## src/hdl/vector_map_params.svh

```systemverilog
// Purpose: constants for the reset and interrupt vector address map
// Assumes: word addresses of program memory
// Notes:   vector offsets are one word apart
`ifndef VECTOR_MAP_PARAMS_SVH
`define VECTOR_MAP_PARAMS_SVH

`define ADDR_WIDTH        12
`define SOURCE_COUNT      25
`define RESET_OFFSET      12'h000
`define FIRST_VEC_OFFSET  12'h001
`define LAST_VEC_OFFSET   12'h019
`define FUSE_PROGRAMMED   1'b0
`define FUSE_UNPROGRAMMED 1'b1

`endif

```

## src/hdl/vector_map_pkg.sv

```systemverilog
// Purpose: types for the reset and interrupt vector address map
// Assumes: params header supplies the widths
// Notes:   none
`include "vector_map_params.svh"

package vector_map_pkg;

  typedef logic [`ADDR_WIDTH-1:0]   word_addr_type;
  typedef logic [`SOURCE_COUNT-1:0] irq_vec_type;

  typedef enum logic
  {
    DISPATCH_RESET,
    DISPATCH_IRQ
  } dispatch_kind_type;

endpackage : vector_map_pkg

```

## src/hdl/interrupt_vector_address_map.sv

```systemverilog
// Purpose: program address generator for reset and interrupt dispatch
// Assumes: request lines are on the core clock and already enabled
// Notes:   one word per vector slot; word addresses throughout
`timescale 1ns/1ps
`default_nettype none
`include "vector_map_params.svh"

module interrupt_vector_address_map
(
  input  wire logic                          clk,
  input  wire logic                          rst,
  input  wire logic                          reset_req,
  input  wire logic                          boot_reset_fuse,
  input  wire logic                          vector_relocate_bit,
  input  wire vector_map_pkg::word_addr_type boot_start,
  input  wire vector_map_pkg::irq_vec_type   irq_pending,
  output var  logic                          target_valid,
  output var  vector_map_pkg::dispatch_kind_type target_kind,
  output var  vector_map_pkg::word_addr_type target_addr,
  output var  logic [4:0]                    target_source
);
  import vector_map_pkg::*;

  // ==========================================================
  // source index to vector slot
  // ==========================================================
  // bit i of irq_pending is source at slot i+1:
  // 0 ext_irq_zero, 1 ext_irq_one, 2..4 pin_change_group_a..c,
  // 5 watchdog_timeout_irq, 6..8 timer2, 9..12 timer1,
  // 13..15 timer0, 16 spi, 17 rx, 18 tx_buffer_empty, 19 tx,
  // 20 adc, 21 eeprom_done_irq, 22 comparator, 23 two_wire_irq,
  // 24 self_program_store_done
  // slots only matter when a request asks for them

  logic                  found;
  logic [4:0]            winner;
  word_addr_type         slot;
  word_addr_type         vec_base;
  word_addr_type         reset_addr;
  logic                  next_target_valid;
  dispatch_kind_type     next_target_kind;
  word_addr_type         next_target_addr;
  logic [4:0]            next_target_source;

  always_comb
  begin
    found  = 1'b0;
    winner = 5'h00;
    for (int i = `SOURCE_COUNT - 1; i >= 0; i--)
    begin
      if (irq_pending[i])
      begin
        found  = 1'b1;
        winner = 5'(i);
      end
    end
    slot = `FIRST_VEC_OFFSET + word_addr_type'(winner);
    vec_base   = vector_relocate_bit ? boot_start : `RESET_OFFSET;
    reset_addr = (boot_reset_fuse == `FUSE_PROGRAMMED)
                 ? boot_start : `RESET_OFFSET;
  end

  // ==========================================================
  // dispatch register
  // ==========================================================
  always_comb
  begin
    next_target_valid  = 1'b0;
    next_target_kind   = DISPATCH_RESET;
    next_target_addr   = `RESET_OFFSET;
    next_target_source = 5'h00;
    if (reset_req)
    begin
      next_target_valid = 1'b1;
      next_target_addr  = reset_addr;
    end
    else if (found)
    begin
      next_target_valid  = 1'b1;
      next_target_kind   = DISPATCH_IRQ;
      next_target_addr   = vec_base + slot;
      next_target_source = winner;
    end
  end

  always_ff @(posedge clk or posedge rst)
  begin
    if (rst)
    begin
      target_valid  <= 1'b0;
      target_kind   <= DISPATCH_RESET;
      target_addr   <= `RESET_OFFSET;
      target_source <= 5'h00;
    end
    else
    begin
      target_valid  <= next_target_valid;
      target_kind   <= next_target_kind;
      target_addr   <= next_target_addr;
      target_source <= next_target_source;
    end
  end

  // ==========================================================
  // checks
  // ==========================================================
  AST_RESET_ADDR: assert property (@(posedge clk) disable iff (rst)
    reset_req |=> target_valid && target_kind == DISPATCH_RESET
      && target_addr == ($past(boot_reset_fuse) ? 12'h000
                                                : $past(boot_start)))
    else $error("reset target address wrong");

  AST_RESET_ZERO: assert property (@(posedge clk) disable iff (rst)
    reset_req && boot_reset_fuse |=> target_addr == 12'h000)
    else $error("unprogrammed fuse must reset to zero");

  AST_RESET_BOOT: assert property (@(posedge clk) disable iff (rst)
    reset_req && !boot_reset_fuse |=> target_addr == $past(boot_start))
    else $error("programmed fuse must reset to boot start");

  AST_EXT0: assert property (@(posedge clk) disable iff (rst)
    !reset_req && irq_pending[0] && !vector_relocate_bit
      |=> target_addr == 12'h001 && target_source == 5'h00)
    else $error("ext_irq_zero slot wrong");

  AST_WDT: assert property (@(posedge clk) disable iff (rst)
    !reset_req && irq_pending[5:0] == 6'h20 && !vector_relocate_bit
      |=> target_addr == 12'h006)
    else $error("watchdog slot wrong");

  AST_LAST: assert property (@(posedge clk) disable iff (rst)
    !reset_req && irq_pending == 25'h1000000 && !vector_relocate_bit
      |=> target_addr == 12'h019)
    else $error("store done slot wrong");

  AST_RELOC: assert property (@(posedge clk) disable iff (rst)
    !reset_req && found && vector_relocate_bit
      |=> target_addr == $past(boot_start) + 12'h001
        + 12'(target_source))
    else $error("relocated vector wrong");

  AST_PRIO: assert property (@(posedge clk) disable iff (rst)
    !reset_req && irq_pending[0] |=> target_source == 5'h00
      && target_kind == DISPATCH_IRQ)
    else $error("lowest vector not first");

  AST_IDLE: assert property (@(posedge clk) disable iff (rst)
    !reset_req && irq_pending == 25'h0 |=> !target_valid)
    else $error("dispatch with nothing pending");

  AST_IDLE_ADDR: assert property (@(posedge clk) disable iff (rst)
    !reset_req && irq_pending == 25'h0
      |=> target_addr == 12'h000 && target_source == 5'h00)
    else $error("idle target not cleared");

  AST_EXT1: assert property (@(posedge clk) disable iff (rst)
    !reset_req && irq_pending[1:0] == 2'h2 && !vector_relocate_bit
      |=> target_addr == 12'h002 && target_source == 5'h01)
    else $error("ext_irq_one slot wrong");

  AST_TABLE: assert property (@(posedge clk) disable iff (rst)
    !reset_req && irq_pending != 25'h0 && !vector_relocate_bit
      |=> target_addr == 12'h001 + 12'(target_source))
    else $error("vector slot does not match source");

  AST_LOWEST: assert property (@(posedge clk) disable iff (rst)
    !reset_req && irq_pending != 25'h0
      |=> (irq_vec_type'(1) << target_source)
        == $past(irq_pending & (~irq_pending + 25'h0000001)))
    else $error("winner is not the lowest pending source");

  AST_IRQ_KIND: assert property (@(posedge clk) disable iff (rst)
    !reset_req && irq_pending != 25'h0
      |=> target_valid && target_kind == DISPATCH_IRQ)
    else $error("pending request not dispatched as interrupt");

  AST_RESET_WINS: assert property (@(posedge clk) disable iff (rst)
    reset_req && irq_pending != 25'h0
      |=> target_kind == DISPATCH_RESET && target_source == 5'h00)
    else $error("interrupt dispatched over reset");

  AST_RST_RELOC: assert property (@(posedge clk) disable iff (rst)
    reset_req && boot_reset_fuse && vector_relocate_bit
      |=> target_addr == 12'h000)
    else $error("relocate bit moved the reset address");

  // first cycle after reset release is excluded: outputs still hold reset
  AST_HOLD: assert property (@(posedge clk) disable iff (rst)
    !$past(rst) && $stable(reset_req) && $stable(boot_reset_fuse)
      && $stable(vector_relocate_bit) && $stable(boot_start)
      && $stable(irq_pending)
      |=> $stable(target_addr) && $stable(target_source))
    else $error("target changed while inputs stood");

  // ==========================================================
  // scenario covers
  // ==========================================================
  COV_RESET_BOOT: cover property (@(posedge clk) disable iff (rst)
    reset_req && !boot_reset_fuse);
  COV_RELOC: cover property (@(posedge clk) disable iff (rst)
    !reset_req && found && vector_relocate_bit);
  COV_MULTI: cover property (@(posedge clk) disable iff (rst)
    !reset_req && irq_pending[0] && irq_pending[24]);
  COV_RESET_ZERO: cover property (@(posedge clk) disable iff (rst)
    reset_req && boot_reset_fuse);
  COV_LAST_SLOT: cover property (@(posedge clk) disable iff (rst)
    !reset_req && irq_pending == 25'h1000000);

endmodule : interrupt_vector_address_map
`default_nettype wire

```

## config.mk

```make
export PLATFORM = sky130hd
export DESIGN_NAME = interrupt_vector_address_map
export DESIGN_NICKNAME = d
export VERILOG_FILES = /design/src/hdl/vector_map_pkg.sv /design/src/hdl/interrupt_vector_address_map.sv
export VERILOG_INCLUDE_DIRS = /design/src /design/src/hdl
export SDC_FILE = /design/constraint.sdc
export NUM_CORES = 1
export LEC_CHECK = 0
export BUFFER_PORTS_ARGS = -buffer_cell sky130_fd_sc_hd__buf_2
export CAP_MARGIN = 15
export CORE_MARGIN = 1
export CORE_UTILIZATION = 50
export DETAILED_ROUTE_END_ITERATION = 6
export GPL_ROUTABILITY_DRIVEN = 0
export PLACE_DENSITY = 0.83
export SETUP_SLACK_MARGIN = 0.02
export SLEW_MARGIN = 10
export SYNTH_ARGS = -nofsm -noshare
export SYNTH_HDL_FRONTEND = slang
export SYNTH_SLANG_ARGS = --single-unit
```

## constraint.sdc

```tcl
create_clock -name clk -period 0.8 [get_ports clk]
set_input_delay 0.16 -clock clk [delete_from_list [all_inputs] [get_ports clk]]
set_output_delay 0.16 -clock clk [all_outputs]
set_load 0.01 [all_outputs]
```

==> results of run 1 <==
==> synth_stat cells (all sizes together) (3+ instances only) <==
master   n
dfrtp   19
nand2b   5
and2     8
a31oi    6
and3     3
o21ai    8
a21oi   11
nand2   11
o211ai   4
nand3    6
or4      6
nor3     5
inv     10
ha       5
nor2    16
nor2b    3
==> repair_timing <==
item                       CTS
hold endpoints to repair    19
buffers inserted            13
setup endpoints to repair   38
pin swaps                   21
hold buffers                 1
resized for setup           40
==> kinds of logic after synthesis <==
kind of cell	Yosys count	synth area share
and+or+nand+nor	72	0.298
AOI/OAI and AO/OA	47	0.235
DFF	19	0.351
buffers and inverters	13	0.0415
adders and majority gates	6	0.0609
xor gates and xnor gates	2	0.0129
==> per-stage QoR <==
stage          setup TNS [ps]  utilization  hold slack [ps]  worst slack (ps)
2_1_floorplan          -19490            -              111             -1430
3_3_place_gp           -25100        0.791              188             -1710
3_5_place_dp           -26280        0.791              193             -1790
4_1_cts                -23110        0.913             44.2             -1360
==> routing by layer <==
layer	GRT overflow	track usage
met3	0	0.444
met1	0	0.767
met4	33	1.03
met5	0	0
met2	79	1.12
==> results.yml, run 1 <==
timing:
  endpoint_type: "sequential cell input"
  crit_endpoint: "target_addr[10]$_DFF_PP0_/D"
yosys:
  async_reset_ff_frac: 1.00
  synth_edf_count: 0
  syn-instance-count: 159
  yosys_warnings: 0
  synth_nets: 207
  synth_seq_area_share: 0.351
  synth_top_area_frac: 0.351
  postSynthAreaPerCell_um2: 8.52
  synth_cell_types: 48
  synth.largest_area_cell: "dfrtp_1"
  ys_ff_latch: 19
  syn_area_um2: 1360
  synth-main-ff-cell: "dfrtp_1"
  yosys-top-cells-area: "dfrtp_1, ha_1, nor2_1"
placed_design:
  placed_area_um2: 2000
  port_buffers: 60
  hpwl_um: 3240
  dp.cells: 284
run_status:
  run_status: "did not finish"
  haltStage: "global routing (5_1_grt)"
  error: "[ERROR GRT-0232] Routing congestion too high. Check the congestion heatmap in the GUI."
floorplan:
  row_count: 18
  fp.dieW_um: 54.1
  chipHeight_um: 54.1
  initial_core_util: 0.537
  ioPinCount: 61
cts:
  cts.sinks: 19
  ctsHtreeMaxLevel: 1
  ctsRootBufferMaster: "clkbuf_4"
  cts_made_buffers: 3
  clock_path_buffers: 2
global_route:
  track_usage: 0.815
  gr-total-overflow: 112
  grt_max_degree: 20
==> run 2: changes to the inputs <==
CORE_AREA = 2 2 63 65   (was not set)
CORE_MARGIN = not set   (was 1)
CORE_UTILIZATION = not set   (was 50)
DIE_AREA = 0 0 65 67   (was not set)
PLACE_DENSITY = not set   (was 0.83)
PLACE_DENSITY_LB_ADDON = 0.15   (was not set)
SETUP_SLACK_MARGIN = not set   (was 0.02)
==> run 2 against run 1 <==
Effect of this change: the flow now finishes, with violations (setup timing); synthesized cell count stayed put; synthesized area is the same.
==> results.yml, run 2 <==
run_status:
  run_status: "finished, violations left"
  violations: "setup timing"
timing:
  rsz0062_at_grt: "yes"
  setup_ws_ps: -1540
  period_needed_ps: 2340
  drv_slew: 0
  relSlewSlack: 0.509
  worstMarginPinSlew_ps: 735
  finalSetupViolCount: 38
  finalHoldViolations: 0
  max_freq_mhz: 427
  period_share: 2.93
layout:
  seq_area_um2: 475
  top_register: "target_addr"
  fillCellCount: 290
  top_regs: "target_addr x12, target_source x5"
  antennaDiodeCount: 0
  layout-drive-gt1-share: 0.571
  syn_to_final_growth_pct: 84.7
  largest_register_ff_count: 12
  multi_input_area_um2: 1030
  nets: 322
  stdcell_area_um2: 2500
  mostFrequentLayoutCell: "buf_2"
  final_cell_mix: "buf_2, buf_4, buf_6"
route:
  wl_per_cell_um: 15.2
  route.detailed.drc: 0
  drt_iter0_drc: 142
  ant_nets: 0
  viasPerCell: 5.21
  firstDrtPassIters: 5
  dr_total_vias: 1671
  wirelength_um: 4870
yosys:
  synth.largest_area_cell: "dfrtp_1"
  ys_top_cells_by_count: "dfrtp_1, nor2_1, a21oi_1, nand2_1, inv_1"
  async_reset_ff_frac: 1.00
  syn-instance-count: 159
  synth.most_common_cell: "dfrtp_1"
  synth_cell_types: 48
  yosys_warnings: 0
  synth-main-ff-cell: "dfrtp_1"
  synth_seq_area_share: 0.351
  synth_edf_count: 0
  synth_top_area_frac: 0.351
  yosys-top-cells-area: "dfrtp_1, ha_1, nor2_1"
  synth_nets: 207
  syn_area_um2: 1360
  postSynthAreaPerCell_um2: 8.52
  ys_ff_latch: 19
power:
  switching_power_uw: 769
  p_seq_frac: 0.397
  finalPower_uw: 2610
  p_int_uw: 1840
  pwr-share-comb: 0.345
  power.density_nw_per_um2: 1040
  clkPwrFrac: 0.258
  power_leakage_uw: 0.00121
  vdd_ir_drop_max_mv: 1.02
  netSwitchingFraction: 0.295
placed_design:
  port_buffers: 60
  pre_cts_slack_ps: -1900
  placed_area_um2: 2060
  hpwl_um: 3250
critical_path:
  cp_slowest_stage_delay_ps: 380
  path_cells: "buf_2, o31ai_1, a211oi_1, o311a_1, nor2_2, ha_1, nor2b_1, o31ai_4, buf_4, o2bb2ai_2, a21oi_1, o32ai_1"
  arrival_ps: 2510
  worst-path-buf-inv: 2
  critical_path_class: "in2reg"
  path_depth: 12
  worst-path-max-fanout: 3
  crit_required_ps: 960
  cp-end-kind: "flop"
  critPathLaunchType: "primary input"
  critPathTopFamily: "compound AO/OA/AOI/OAI gates"
  cpMaxStageDelayCell: "o311a_1"
floorplan:
  ioPinCount: 61
  initial_core_util: 0.376
  core-area_um2: 3610
  row_count: 22
  fp.dieW_um: 65
  chipHeight_um: 67
  dieArea_um2: 4360
global_route:
  antenna_found_initial: 0
  track_usage: 0.214
  grt_pass1_wl_um: 7160
  gr-total-overflow: 0
  grt_pass1_vias: 1600
  grt_max_degree: 20
cts:
  ctsHtreeMaxLevel: 1
  ctsRootBufferMaster: "clkbuf_8"
  clk_pin_slew_ps: 70
  cts_made_buffers: 3
  cts.sinks: 19
  clock_path_buffers: 2
  cts_tree: "yes"
worst_hold_path:
  min_path_cells: 2
  worstHoldPathType: "in2reg"
run:
  drv_cap: 0
run 2: cell counts after synthesis:
Identical to the previous run, type by type.
run 2: metrics by stage:
step / std cells / hold WS (ps) / util / TNS (ps)
finish: 321 / 100 / 0.694 / -23120
global route: 321 / 115 / 0.694 / -24980
CTS: 319 / 96.3 / 0.646 / -23630
detailed placement: 307 / 200 / 0.570 / -27430
global placement: 307 / 193 / 0.570 / -27140
floorplan: 159 / 111 / - / -19490
run 2: final cells by class:
class | count | area share
Clock buffer | 3 | 0.0165
Clock inverter | 1 | 0.00200
Inverter | 10 | 0.0180
Multi-Input combinational cell | 127 | 0.413
Sequential cell | 19 | 0.190
Tap cell | 48 | 0.0240
Timing Repair Buffer | 113 | 0.337
run 2: kinds of logic (layout without fill, tap and decap cells):
logic type	count (synthesis)	count (layout)	share of synthesized area
adder cells (fa/ha/maj)	6	6	0.0609
XOR/XNOR	2	2	0.0129
AND/OR/NAND/NOR	72	72	0.298
buffers and inverters	13	127	0.0415
flip-flops	19	19	0.351
AO/OA/AOI/OAI	47	47	0.235
run 2: path summary, 6_finish.rpt:
kind | start | end | slack, ps
worst max-delay path | irq_pending[21] | target_addr[5] | -1540
worst min-delay path | boot_start[11] | target_addr[11] | 100
max in group asynchronous | rst | target_addr[0] | 130
min in group asynchronous | rst | target_addr[6] | 460
run 2: layer usage:
| layer | vias up | GRT usage | part of all wire |
|---|---|---|---|
| met2 | 52 | 0.361 | 0.52 |
| met4 | 0 | 0.0479 | 0.015 |
| met3 | 10 | 0.0439 | 0.046 |
| li1 | 818 | - | - |
| met1 | 791 | 0.281 | 0.42 |
| met5 | - | 0 | 0 |
run 2: repair_timing:
action                                  CTS  global route
buffers inserted                          9             4
pin swaps                                26            31
endpoints found under the hold margin    19             0
gates resized for setup                  34            39
endpoints found under the setup margin   38            38
hold buffers                              1             0
run 2: power by group through the flow:
stage	registers [uW]	logic, uW	clock network, uW
final	1040	899	673
after CTS	1030	810	698
after detailed placement	1050	701	0
after floorplan	1080	258	0
after global placement	1050	700	0
after global routing	1040	967	723
Power figures use the tool's default switching activity.
